### src/pkg/irdc_map.svh
/*
 * Register offsets, field positions, reset values and codes of the
 * pulse demodulation capture timer.
 * Assumes inclusion by bare name from the design files.
 */
`ifndef IRDC_MAP_SVH
`define IRDC_MAP_SVH

// register offsets on the 4-bit register port
`define IRDC_A_NCTL    4'h0
`define IRDC_A_SCTL    4'h1
`define IRDC_A_WCTL    4'h2
`define IRDC_A_WRLD_LO 4'h3
`define IRDC_A_WRLD_HI 4'h4
`define IRDC_A_CAP_LO  4'h5
`define IRDC_A_CAP_HI  4'h6
`define IRDC_A_NRLD    4'h7
`define IRDC_A_IST     4'h8
`define IRDC_A_IMSK    4'h9

// narrow_control_reg fields
`define IRDC_NC_EN  7
`define IRDC_NC_TF  5
`define IRDC_NC_IM  1

// shared_control_reg fields
`define IRDC_SC_MODE  7
`define IRDC_SC_INSEL 6
`define IRDC_SC_EDG_H 5
`define IRDC_SC_EDG_L 4
`define IRDC_SC_SUB_H 3
`define IRDC_SC_SUB_L 2
`define IRDC_SC_RF    1
`define IRDC_SC_FF    0

// wide_control_reg fields
`define IRDC_WC_EN    7
`define IRDC_WC_FIRST 6
`define IRDC_WC_TF    5
`define IRDC_WC_CIM   2
`define IRDC_WC_TIM   1

// interrupt status / mask bits
`define IRDC_IS_CAP 0
`define IRDC_IS_WTO 1
`define IRDC_IS_NTO 2
`define IRDC_IS_W   3

// codes and values
`define IRDC_EDGE_FALL 2'h0
`define IRDC_EDGE_RISE 2'h1
`define IRDC_EDGE_BOTH 2'h2
`define IRDC_SUB_PP    2'h1
`define IRDC_BYTE_RST  8'h00
`define IRDC_BYTE_ONES 8'hFF
`define IRDC_WIDE_ONES 16'hFFFF
`define IRDC_WIDE_ZERO 16'h0000
`define IRDC_NAR_ZERO  8'h00
`define IRDC_IS_RST    3'h0

`endif

### src/pkg/irdc_pkg.sv
/*
 * Types shared by the capture timer modules.
 * Assumes nothing beyond a SystemVerilog compiler.
 */
package irdc_pkg;

    typedef enum logic [1:0] {
        IRDC_ST_WAIT,
        IRDC_ST_COUNT,
        IRDC_ST_HOLD
    } irdc_state_t;

    typedef struct packed {
        logic rise;
        logic fall;
    } irdc_edge_t;

endpackage

### src/logic/irdc_edge_sync.sv
/*
 * Synchroniser and edge detector for the selected demodulation input.
 * Assumes the input is asynchronous to clk_sys.
 */
`timescale 1ns/1ps
`default_nettype none

module irdc_edge_sync (
    input  wire logic              clk_sys,
    input  wire logic              srst,
    input  wire logic              pin_in,
    output irdc_pkg::irdc_edge_t   edge_ev
);

    logic meta_ff;
    logic sync_ff;
    logic last_ff;

    // meta_ff feeds only sync_ff
    always_ff @(posedge clk_sys) begin
        if (srst) begin
            meta_ff <= 1'b0;
            sync_ff <= 1'b0;
            last_ff <= 1'b0;
        end else begin
            meta_ff <= pin_in;
            sync_ff <= meta_ff;
            last_ff <= sync_ff;
        end
    end

    // exactly one single-cycle pulse per edge
    assign edge_ev.rise = sync_ff & ~last_ff;
    assign edge_ev.fall = ~sync_ff & last_ff;

endmodule

`default_nettype wire

### src/logic/irdc_narrow_timer.sv
/*
 * Narrow 8-bit down counter with reload and terminal pulse.
 * Assumes run is driven by the enable bit held in the main module.
 */
`timescale 1ns/1ps
`default_nettype none
`include "irdc_map.svh"

module irdc_narrow_timer (
    input  wire logic       clk_sys,
    input  wire logic       srst,
    input  wire logic       run,
    input  wire logic [7:0] reload,
    output logic            term
);

    logic [7:0] cnt_ff;

    assign term = run && (cnt_ff == `IRDC_NAR_ZERO);

    always_ff @(posedge clk_sys) begin
        if (srst) begin
            cnt_ff <= `IRDC_BYTE_ONES;
        end else if (run) begin
            if (term) begin
                cnt_ff <= reload;
            end else begin
                cnt_ff <= cnt_ff - 8'h01;
            end
        end
    end

endmodule

`default_nettype wire

### src/logic/irdc_top.sv
/*
 * Pulse demodulation capture timer: wide counter with edge capture,
 * narrow counter, ping-pong alternation, registers and interrupt.
 * Assumes a register master that follows the plain strobe port
 * and a demodulation input that may be asynchronous.
 */
// Overview of operation
// - first qualifying edge captures, reloads, starts counting
// - later edges capture complemented count when bit clear
// - capture sets edge flag, masked capture interrupt
// - after capture wide counter reloads all ones
// - ping-pong hardware alternates the two enable bits
// - ping-pong sets each terminal flag at terminal count
// - edge-handling bit set: only first edge captures
// - mode bit selects transmit or demodulation
// - input select routes primary or alternate pin
// - wide terminal flag cleared by writing one
`timescale 1ns/1ps
`default_nettype none
`include "irdc_map.svh"

module irdc_top (
    input  wire logic       clk_sys,
    input  wire logic       srst,
    input  wire logic [3:0] bus_addr,
    input  wire logic [7:0] bus_wdata,
    input  wire logic       bus_wr,
    input  wire logic       bus_rd,
    output logic [7:0]      bus_rdata,
    input  wire logic       demod_input_primary,
    input  wire logic       demod_input_alt,
    output logic            irq,
    output logic            pin_int_line_b
);

    logic [7:0]            nctl_ff;
    logic [7:0]            sctl_ff;
    logic [7:0]            wctl_ff;
    logic [7:0]            wrld_lo_ff;
    logic [7:0]            wrld_hi_ff;
    logic [7:0]            nrld_ff;
    logic [7:0]            cap_lo_ff;
    logic [7:0]            cap_hi_ff;
    logic [15:0]           wcnt_ff;
    logic [2:0]            ist_ff;
    logic [2:0]            imsk_ff;
    logic [2:0]            nxt_ist;
    logic [7:0]            rdata_ff;
    logic                  irq_ff;
    logic                  pin_int_ff;
    irdc_pkg::irdc_state_t state_ff;
    irdc_pkg::irdc_edge_t  edge_ev;
    logic                  demod;
    logic                  pp_mode;
    logic                  sel_pin;
    logic                  qual;
    logic                  cap;
    logic                  w_run;
    logic                  w_term;
    logic                  n_term;

    function automatic logic wr_to(input logic [3:0] a);
        return bus_wr && (bus_addr == a);
    endfunction

    function automatic logic edge_match(input logic [1:0] sel,
                                        input irdc_pkg::irdc_edge_t ev);
        logic m;
        m = 1'b0;
        unique case (sel)
            `IRDC_EDGE_FALL: m = ev.fall;
            `IRDC_EDGE_RISE: m = ev.rise;
            `IRDC_EDGE_BOTH: m = ev.rise | ev.fall;
            default:         m = 1'b0;
        endcase
        return m;
    endfunction

    assign demod   = sctl_ff[`IRDC_SC_MODE];
    assign pp_mode = !demod &&
                     (sctl_ff[`IRDC_SC_SUB_H:`IRDC_SC_SUB_L] == `IRDC_SUB_PP);
    // switching the select may itself look like one edge
    assign sel_pin = sctl_ff[`IRDC_SC_INSEL] ? demod_input_alt
                                             : demod_input_primary;

    irdc_edge_sync u_sync (
        .clk_sys (clk_sys),
        .srst    (srst),
        .pin_in  (sel_pin),
        .edge_ev (edge_ev)
    );

    irdc_narrow_timer u_narrow (
        .clk_sys (clk_sys),
        .srst    (srst),
        .run     (nctl_ff[`IRDC_NC_EN]),
        .reload  (nrld_ff),
        .term    (n_term)
    );

    assign qual = edge_match(sctl_ff[`IRDC_SC_EDG_H:`IRDC_SC_EDG_L], edge_ev);
    // hold state drops all later edges
    assign cap    = demod && wctl_ff[`IRDC_WC_EN] && qual &&
                    (state_ff != irdc_pkg::IRDC_ST_HOLD);
    // in demodulation the counter idles until the first edge
    assign w_run  = wctl_ff[`IRDC_WC_EN] &&
                    (!demod || state_ff != irdc_pkg::IRDC_ST_WAIT);
    assign w_term = w_run && !cap && (wcnt_ff == `IRDC_WIDE_ZERO);

    // capture state
    always_ff @(posedge clk_sys) begin
        if (srst || !demod || !wctl_ff[`IRDC_WC_EN]) begin
            state_ff <= irdc_pkg::IRDC_ST_WAIT;
        end else begin
            unique case (state_ff)
                irdc_pkg::IRDC_ST_WAIT: begin
                    if (qual) begin
                        state_ff <= wctl_ff[`IRDC_WC_FIRST] ?
                                    irdc_pkg::IRDC_ST_HOLD :
                                    irdc_pkg::IRDC_ST_COUNT;
                    end
                end
                irdc_pkg::IRDC_ST_COUNT: state_ff <= irdc_pkg::IRDC_ST_COUNT;
                irdc_pkg::IRDC_ST_HOLD:  state_ff <= irdc_pkg::IRDC_ST_HOLD;
            endcase
        end
    end

    // wide counter
    always_ff @(posedge clk_sys) begin
        if (srst) begin
            wcnt_ff <= `IRDC_WIDE_ONES;
        end else if (cap) begin
            wcnt_ff <= `IRDC_WIDE_ONES;
        end else if (w_run) begin
            if (w_term) begin
                // software keeps these at all ones in demodulation
                wcnt_ff <= {wrld_hi_ff, wrld_lo_ff};
            end else begin
                wcnt_ff <= wcnt_ff - 16'h0001;
            end
        end
    end

    // capture registers
    always_ff @(posedge clk_sys) begin
        if (srst) begin
            cap_lo_ff <= `IRDC_BYTE_RST;
            cap_hi_ff <= `IRDC_BYTE_RST;
        end else if (cap) begin
            {cap_hi_ff, cap_lo_ff} <= ~wcnt_ff;
        end
    end

    // reload registers
    always_ff @(posedge clk_sys) begin
        if (srst) begin
            wrld_lo_ff <= `IRDC_BYTE_ONES;
            wrld_hi_ff <= `IRDC_BYTE_ONES;
            nrld_ff    <= `IRDC_BYTE_ONES;
        end else begin
            if (wr_to(`IRDC_A_WRLD_LO)) begin
                wrld_lo_ff <= bus_wdata;
            end
            if (wr_to(`IRDC_A_WRLD_HI)) begin
                wrld_hi_ff <= bus_wdata;
            end
            if (wr_to(`IRDC_A_NRLD)) begin
                nrld_ff <= bus_wdata;
            end
        end
    end

    // narrow control: later assignments win, so hardware beats software
    always_ff @(posedge clk_sys) begin
        if (srst) begin
            nctl_ff <= `IRDC_BYTE_RST;
        end else begin
            if (wr_to(`IRDC_A_NCTL)) begin
                nctl_ff <= bus_wdata;
                nctl_ff[`IRDC_NC_TF] <= nctl_ff[`IRDC_NC_TF] &
                                        ~bus_wdata[`IRDC_NC_TF];
            end
            if (n_term) begin
                nctl_ff[`IRDC_NC_TF] <= 1'b1;
            end
            if (pp_mode && n_term) begin
                nctl_ff[`IRDC_NC_EN] <= 1'b0;
            end
            if (pp_mode && w_term) begin
                nctl_ff[`IRDC_NC_EN] <= 1'b1;
            end
        end
    end

    // wide control
    always_ff @(posedge clk_sys) begin
        if (srst) begin
            wctl_ff <= `IRDC_BYTE_RST;
        end else begin
            if (wr_to(`IRDC_A_WCTL)) begin
                wctl_ff <= bus_wdata;
                wctl_ff[`IRDC_WC_TF] <= wctl_ff[`IRDC_WC_TF] &
                                        ~bus_wdata[`IRDC_WC_TF];
            end
            if (w_term) begin
                wctl_ff[`IRDC_WC_TF] <= 1'b1;
            end
            if (pp_mode && w_term) begin
                wctl_ff[`IRDC_WC_EN] <= 1'b0;
            end
            if (pp_mode && n_term) begin
                wctl_ff[`IRDC_WC_EN] <= 1'b1;
            end
        end
    end

    // shared control with write-one-clear edge flags
    always_ff @(posedge clk_sys) begin
        if (srst) begin
            sctl_ff <= `IRDC_BYTE_RST;
        end else begin
            if (wr_to(`IRDC_A_SCTL)) begin
                sctl_ff <= bus_wdata;
                sctl_ff[`IRDC_SC_RF] <= sctl_ff[`IRDC_SC_RF] &
                                        ~bus_wdata[`IRDC_SC_RF];
                sctl_ff[`IRDC_SC_FF] <= sctl_ff[`IRDC_SC_FF] &
                                        ~bus_wdata[`IRDC_SC_FF];
            end
            if (cap && edge_ev.rise) begin
                sctl_ff[`IRDC_SC_RF] <= 1'b1;
            end
            if (cap && edge_ev.fall) begin
                sctl_ff[`IRDC_SC_FF] <= 1'b1;
            end
        end
    end

    // interrupt status: read clears, a new event in the same cycle stays
    always_comb begin
        nxt_ist = ist_ff;
        if (bus_rd && bus_addr == `IRDC_A_IST) begin
            nxt_ist = `IRDC_IS_RST;
        end
        if (cap && wctl_ff[`IRDC_WC_CIM]) begin
            nxt_ist[`IRDC_IS_CAP] = 1'b1;
        end
        if (w_term && wctl_ff[`IRDC_WC_TIM]) begin
            nxt_ist[`IRDC_IS_WTO] = 1'b1;
        end
        if (n_term && nctl_ff[`IRDC_NC_IM]) begin
            nxt_ist[`IRDC_IS_NTO] = 1'b1;
        end
    end

    always_ff @(posedge clk_sys) begin
        if (srst) begin
            ist_ff <= `IRDC_IS_RST;
            irq_ff <= 1'b0;
        end else begin
            ist_ff <= nxt_ist;
            irq_ff <= |(nxt_ist & imsk_ff);
        end
    end

    always_ff @(posedge clk_sys) begin
        if (srst) begin
            imsk_ff <= `IRDC_IS_RST;
        end else if (wr_to(`IRDC_A_IMSK)) begin
            imsk_ff <= bus_wdata[`IRDC_IS_W-1:0];
        end
    end

    // pin interrupt line follows captures through the primary input
    always_ff @(posedge clk_sys) begin
        if (srst) begin
            pin_int_ff <= 1'b0;
        end else begin
            pin_int_ff <= cap && !sctl_ff[`IRDC_SC_INSEL];
        end
    end

    // read data valid in the cycle after the strobe only
    always_ff @(posedge clk_sys) begin
        if (srst || !bus_rd) begin
            rdata_ff <= `IRDC_BYTE_RST;
        end else begin
            unique case (bus_addr)
                `IRDC_A_NCTL:    rdata_ff <= nctl_ff;
                `IRDC_A_SCTL:    rdata_ff <= sctl_ff;
                `IRDC_A_WCTL:    rdata_ff <= wctl_ff;
                `IRDC_A_WRLD_LO: rdata_ff <= wrld_lo_ff;
                `IRDC_A_WRLD_HI: rdata_ff <= wrld_hi_ff;
                `IRDC_A_CAP_LO:  rdata_ff <= cap_lo_ff;
                `IRDC_A_CAP_HI:  rdata_ff <= cap_hi_ff;
                `IRDC_A_NRLD:    rdata_ff <= nrld_ff;
                `IRDC_A_IST:     rdata_ff <= {5'h00, ist_ff};
                `IRDC_A_IMSK:    rdata_ff <= {5'h00, imsk_ff};
                default:         rdata_ff <= `IRDC_BYTE_RST;
            endcase
        end
    end

    assign bus_rdata      = rdata_ff;
    assign irq            = irq_ff;
    assign pin_int_line_b = pin_int_ff;

endmodule

`default_nettype wire

### config.mk
export PLATFORM = sky130hd
export DESIGN_NAME = irdc_top
export DESIGN_NICKNAME = d
export VERILOG_FILES = /design/src/pkg/irdc_pkg.sv /design/src/logic/irdc_edge_sync.sv /design/src/logic/irdc_narrow_timer.sv /design/src/logic/irdc_top.sv
export VERILOG_INCLUDE_DIRS = /design/src /design/src/pkg
export SDC_FILE = /design/constraint.sdc
export NUM_CORES = 1
export LEC_CHECK = 0
export BUFFER_PORTS_ARGS = -buffer_cell sky130_fd_sc_hd__buf_2
export CORE_ASPECT_RATIO = 0.75
export CORE_MARGIN = 2
export CORE_UTILIZATION = 31
export CTS_BUF_LIST = sky130_fd_sc_hd__clkbuf_8
export CTS_CLUSTER_DIAMETER = 100
export DETAILED_ROUTE_END_ITERATION = 10
export SLEW_MARGIN = 10
export SYNTH_ARGS = -nofsm -noshare
export SYNTH_HDL_FRONTEND = slang
export SYNTH_SLANG_ARGS = --single-unit
### constraint.sdc
create_clock -name clk_sys -period 2.93 [get_ports clk_sys]
set_clock_uncertainty 0.05 [all_clocks]
set_input_delay 0.1465 -clock clk_sys [delete_from_list [all_inputs] [get_ports clk_sys]]
set_output_delay 0.1465 -clock clk_sys [all_outputs]
set_load 0.02 [all_outputs]
# ---- Word level (Yosys, flattened, before mapping)
# Index checks and enable logic that the tools add are counted.
dict set report totals {
  reg_bits 109
  latch_bits 0
  ramBits 0
  mem_bits_ro 0
  inputBits 18
  out_inout_bits 10
  elab_cells 127
  mem_count 0
}
dict set report classes {
  addsub 2
  multipliers 0
  n_div 0
  magnitude_cmp 0
  n_eq_ne 16
  shift 0
  mux 23
  bitwise 14
  reduce_logical 47
}
# op n
set op_table {}
lappend op_table {{8-bit case mux with 10 select lines} 1}
lappend op_table {{1-bit logical AND} 24}
lappend op_table {{8-bit two-way mux} 3}
lappend op_table {{4-bit by 3-bit equality test with 1-bit output (second input constant)} 4}
lappend op_table {{16-bit logical NOT} 1}
lappend op_table {{16-bit two-way mux} 1}
lappend op_table {{16-bit inverter} 1}
lappend op_table {{16-bit by 1-bit subtractor with 16-bit output (second input constant)} 1}
lappend op_table {{1-bit two-way mux} 12}
lappend op_table {{2-bit nonzero test} 5}
lappend op_table {{4-bit by 2-bit equality test with 1-bit output (second input constant)} 2}
lappend op_table {{4-bit equality test (second input constant)} 2}
lappend op_table {{8-bit logical NOT} 1}
lappend op_table {{8-bit by 1-bit subtractor with 8-bit output (second input constant)} 1}
lappend op_table {{1-bit AND} 6}
lappend op_table {{2-bit by 1-bit equality test with 1-bit output (second input constant)} 3}
lappend op_table {{2-bit two-way mux} 3}
lappend op_table {{2-bit case mux with 3 select lines} 1}
lappend op_table {{3-bit nonzero test} 2}
lappend op_table {{1-bit logical NOT} 5}
lappend op_table {{1-bit inverter} 5}
lappend op_table {{2-bit equality test (second input constant)} 2}
lappend op_table {{4-bit by 1-bit equality test with 1-bit output (second input constant)} 1}
lappend op_table {{2-bit logical NOT} 2}
lappend op_table {{other kinds (9)} 13}

# ---- Longest topological paths before layout
dict set report logic_depth {
  ltp_word 13
  mapped_depth 8
  ltp_nobuf 7
}

# ---- By module
# Synthesis repeated with hierarchy kept, for this count alone.
dict set report unflattened {
  cells_unflattened 610
  area_unflattened_um2 5251.3
}
# mod n_inst cells_each area_each_um2 seq_area_each_um2
set modules_own_cells {}
lappend modules_own_cells {irdc_top 1 544 4689.5 1961.9}
lappend modules_own_cells {irdc_narrow_timer 1 58 470.5 160.2}
lappend modules_own_cells {irdc_edge_sync 1 8 91.3 60.1}

# ---- Least setup slack after synthesis
# Ideal clock, no wire load.
dict set report synth_timing {
  path_type {register -> register}
  startpoint {reg u_sync.last_ff}
  endpoint {reg wcnt_ff[1]}
  setup_ns 0.141
  arrival_time_ns 1.868
  required_time_ns 2.739
  setup_slack_ns 0.871
  path_stages_with_launch 9
  path_buffers 1
  period_less_slack_ns 2.059
  cell_sequence {dfxtp_1 inv_1 ha_1 nor2b_1 o2111a_1 or4_1 buf_2 mux2i_1 o211ai_1}
}
dict set report synth_between {
  elab_chain_len 10
  word_cells_on_any_way 12
  classes_between {mux (2); bitwise (4); reduce/logical (6)}
}
# element line
set synth_lines {}
lappend synth_lines {{from (decl)} irdc_edge_sync.sv:17} ;# logic last_ff;
lappend synth_lines {{from (signal assigned)} irdc_edge_sync.sv:28} ;# last_ff <= sync_ff;
lappend synth_lines {{1-bit inverter} irdc_edge_sync.sv:33} ;# assign edge_ev.rise = sync_ff & ~last_ff;
lappend synth_lines {{1-bit AND} irdc_edge_sync.sv:33}
lappend synth_lines {{1-bit bitwise OR} irdc_top.sv:73} ;# `IRDC_EDGE_BOTH: m = ev.rise | ev.fall;
lappend synth_lines {{1-bit case mux with 3 select lines *} irdc_top.sv:70} ;# unique case (sel)
lappend synth_lines {{1-bit logical AND * (2 in series)} irdc_top.sv:103} ;# assign cap = demod && wctl_ff[`IRDC_WC_EN] && qual &&
lappend synth_lines {{1-bit logical NOT} irdc_top.sv:108} ;# assign w_term = w_run && !cap && (wcnt_ff == `IRDC_WIDE_ZERO);
lappend synth_lines {{1-bit logical AND (2 in series)} irdc_top.sv:108}
lappend synth_lines {{16-bit two-way mux} irdc_top.sv:136} ;# if (w_term) begin
lappend synth_lines {{to (signal assigned)} irdc_top.sv:134} ;# wcnt_ff <= `IRDC_WIDE_ONES;
lappend synth_lines {{to (signal assigned)} irdc_top.sv:138} ;# wcnt_ff <= {wrld_hi_ff, wrld_lo_ff};
lappend synth_lines {{to (signal assigned)} irdc_top.sv:140} ;# wcnt_ff <= wcnt_ff - 16'h0001;
lappend synth_lines {{to (decl)} irdc_top.sv:44} ;# logic [15:0] wcnt_ff;
# Every way passes the cells marked *; elsewhere a longest branch is shown, timed or not.
# A chain may end at the register's enable or synchronous reset.

# ---- Worst setup path after layout
dict set report layout_timing {
  startpoint {reg state_ff[1]}
  endpoint {reg wcnt_ff[1]}
}
dict set report layout_between {
  elab_chain_len 6
  word_cells_on_any_way 10
  classes_between {eq/ne (1); mux (1); reduce/logical (8)}
}
# element line
set layout_lines {}
lappend layout_lines {{from (decl)} irdc_top.sv:51} ;# irdc_pkg::irdc_state_t state_ff;
lappend layout_lines {{from (signal assigned)} irdc_top.sv:113} ;# state_ff <= irdc_pkg::IRDC_ST_WAIT;
lappend layout_lines {{from (signal assigned)} irdc_top.sv:118} ;# state_ff <= wctl_ff[`IRDC_WC_FIRST] ?
lappend layout_lines {{from (signal assigned)} irdc_top.sv:123} ;# irdc_pkg::IRDC_ST_COUNT: state_ff <= irdc_pkg::IRDC_ST_COUNT;
lappend layout_lines {{2-bit != test / 2-bit nonzero test (equally long branches)} {irdc_top.sv:104, irdc_top.sv:107}}
lappend layout_lines {{1-bit logical AND / 1-bit logical OR (equally long branches)} {irdc_top.sv:103, irdc_top.sv:107}}
lappend layout_lines {{1-bit logical NOT / 1-bit logical AND (equally long branches)} {irdc_top.sv:108, irdc_top.sv:106}}
lappend layout_lines {{1-bit logical AND (2 in series)} irdc_top.sv:108}
lappend layout_lines {{16-bit two-way mux} irdc_top.sv:136}
# Parallel ways exist; a longest one is shown, timed or not.

==> reports/metrics.cfg <==
[power]
power_density_nw_per_um2=452
power_mw=2.67
leakagePower_nw=2.24
ir_worst_vdd_mv=0.210

[setup_path]
cp_data_required_time_ps=3130
rr_worst_depth=7
cp-end-kind=flop
r2r_start=state_ff[1]
crit_type=reg -> reg
reg2reg_slack_ps=630
rr_endpoint=wcnt_ff[1]
crit_fanout=8
slowest_delay_ps=710
cpMaxStageDelayCell=or4_1
worstPathCellList=inv_1 -> ha_1 -> a21boi_1 -> nand3_2 -> or4_1 -> mux2i_1 -> o211ai_1
critical_path_arrival_ps=2500
start_kind=flop

[cells_and_area]
diodes=0
areaGrowthSynthToFinish_pct=10.8
fin_nets=676
drive_above_1_share_pct=10.2
fillerInstances=1750

[routing]
via_count=4796
wire_per_inst_um=18.1
detail_route.vias_per_cell=5.51
initialDrtViolationCount=612
drc_errors=0
wirelength_um=15700
drt.antenna.violating_nets=0
first_pass_iters=5

[floorplanning]
start_util_pct=31.7
dieArea_sq_um=18300
die_h_um=118
core_sq_um=16800
die_width_um=155
num_io_pins=28
placement_rows=41

[logic_synthesis]
ys_ff_latch=109
synthArstFlopShare_pct=0
ys_types=64
synth.top_cell.area_share_pct=40.9
synth_commonest_cells=109 x dfxtp_1, 83 x nand2_1, 65 x nor2_1
synth_most_common_cell=dfxtp_1
ys.flop_type=dfxtp_1
ys_top_cells_by_area=dfxtp_1 41%, mux2i_1 7.5%, nand2_1 5.8%
syn_area_per_cell_sq_um=8.36
ys_warn_count=0
netlist_instances=638
synth-edff-count=0
synth-seq-area-share_pct=40.9
synth.net_count=664
synth_top_area_cell=dfxtp_1
syn-cell-area_sq_um=5330

[clocking]
cts-root-buf=clkbuf_8
cts_tree=built
cts_resized=0
clk_pin_slew_ps=100
cts-buffers-inserted=9
worstSkewPairLatency_ps=380
cts.sinks=109
hold_buffers=3
clock_tree.htree_level_count=3
postCtsSetupRepairBufs=0
cts.path.max_buffers=2

[timing]
slew_viol_final=0
max_freq_mhz=434
max-slew-margin-rel_pct=43.3
hold_viol=0
rsz0062_at_grt=false
min_period_over_period_pct=78.6
fin_crit_ps=2300
tightest_slew_ps=849
holdWs_ps=40.4
setup_tns_ps=0
layout_setup_ws_ps=627
setup_viol=0

[run_status]
run_status=completed

[job]
drv_cap=0

[global_route]
use_met3_pct=5.52
grt_start_max_net_pins=40
busiest_layer=met1
use_met2_pct=23.2
gr-total-overflow=0
grt_pass1_vias=4312
antenna_found_initial=0
use_met1_pct=25.8
grt_use_total_pct=17.3
grt_pass1_wl_um=24700

[placement]
dp_hpwl_um=11400
gp_congestion=0.896
port_buffers=27
pre_cts_ws_ps=650

[worst_hold_path]
hp-class=in -> reg
hp-start=bus_wdata[3]
hold-path-endpoint=wrld_hi_ff[3]
whs_path_depth=3

==> worst max path at each step <==
stage                    from    endpoint  slack (ps)
6_report          state_ff[1]  wcnt_ff[1]         630
5_1_grt           state_ff[0]  wcnt_ff[1]         470
4_1_cts           state_ff[0]  wcnt_ff[1]         630
3_5_place_dp      state_ff[0]  wcnt_ff[1]         650
3_3_place_gp      state_ff[0]  wcnt_ff[1]         680
2_1_floorplan  u_sync.last_ff  wcnt_ff[1]         870
==> power breakdown <==
group / internal, mW / switching (mW)
Clock: 0.463 / 0.499
Sequential: 1.50 / 0.0149
Combinational: 0.0632 / 0.133
==> sequential cells by signal, summed over array words and instances, names as in the netlist <==
register / flops
wcnt_ff: 16
bus_rdata: 8
cap_hi_ff: 8
cap_lo_ff: 8
nctl_ff: 8
nrld_ff: 8
sctl_ff: 8
u_narrow.cnt_ff: 8
wctl_ff: 8
wrld_hi_ff: 8
wrld_lo_ff: 8
imsk_ff: 3
ist_ff: 3
state_ff: 2
irq: 1
pin_int_line_b: 1
u_sync.last_ff: 1
u_sync.meta_ff: 1
u_sync.sync_ff: 1
==> worst max-delay path, delay by kind of cell (launching register included) <==
kind	cells	cell delay, ps
fa+ha+maj	1	210
buf+inv	1	70
compound gates	2	330
flops	1	380
mux	1	220
simple gates	2	920
==> kinds of logic (layout without fill, tap and decap cells) <==
logic type / after synthesis / in the layout / synth area share [%]
fa+ha+maj: 8 / 8 / 1.88
compound gates: 141 / 141 / 17.4
flops: 109 / 109 / 40.9
mux: 50 / 50 / 9.83
simple gates: 275 / 275 / 25.9
buf+inv: 55 / 72 / 4.11
==> placed cells by master (no fill, tap or decap), types with 11 or more instances in the layout <==
master    instances
dfxtp_1         109
nand2_1          83
nor2_1           65
mux2i_1          40
nand3_1          35
buf_2            27
a21oi_1          26
o21ai_1          24
nor3_1           22
o21ai_0          16
inv_1            15
o31ai_1          13
nor2b_1          12
clkbuf_8         12
buf_4            12
o211ai_1         11
a22oi_1          11
==> layer usage <==
layer  share of wire (%)  vias up
li1                    -     2315
met1                  50     2292
met2                  40      171
met3                 8.4       18
met4                 2.0        0
met5                   0        -
==> metrics by stage <==
stage          instances  cell area [sq um]  utilization, %
6_report             870               5910            35.1
5_1_grt              870               5910            35.1
4_1_cts              870               5910            35.1
3_5_place_dp         851               5670            33.7
3_3_place_gp         851               5670            33.7
2_1_floorplan        638               5330               -
==> area by class of cell <==
type	count	area [sq um]	area share, %
sequential	109	2180	36.9
tap	215	269	4.55
clock buffer	12	165	2.80
inverter	14	52.6	0.890
clock inverter	4	46.3	0.784
timing repair buffer	42	255	4.32
multi-input combinational	474	2940	49.7
Power figures use the tool's default switching activity.
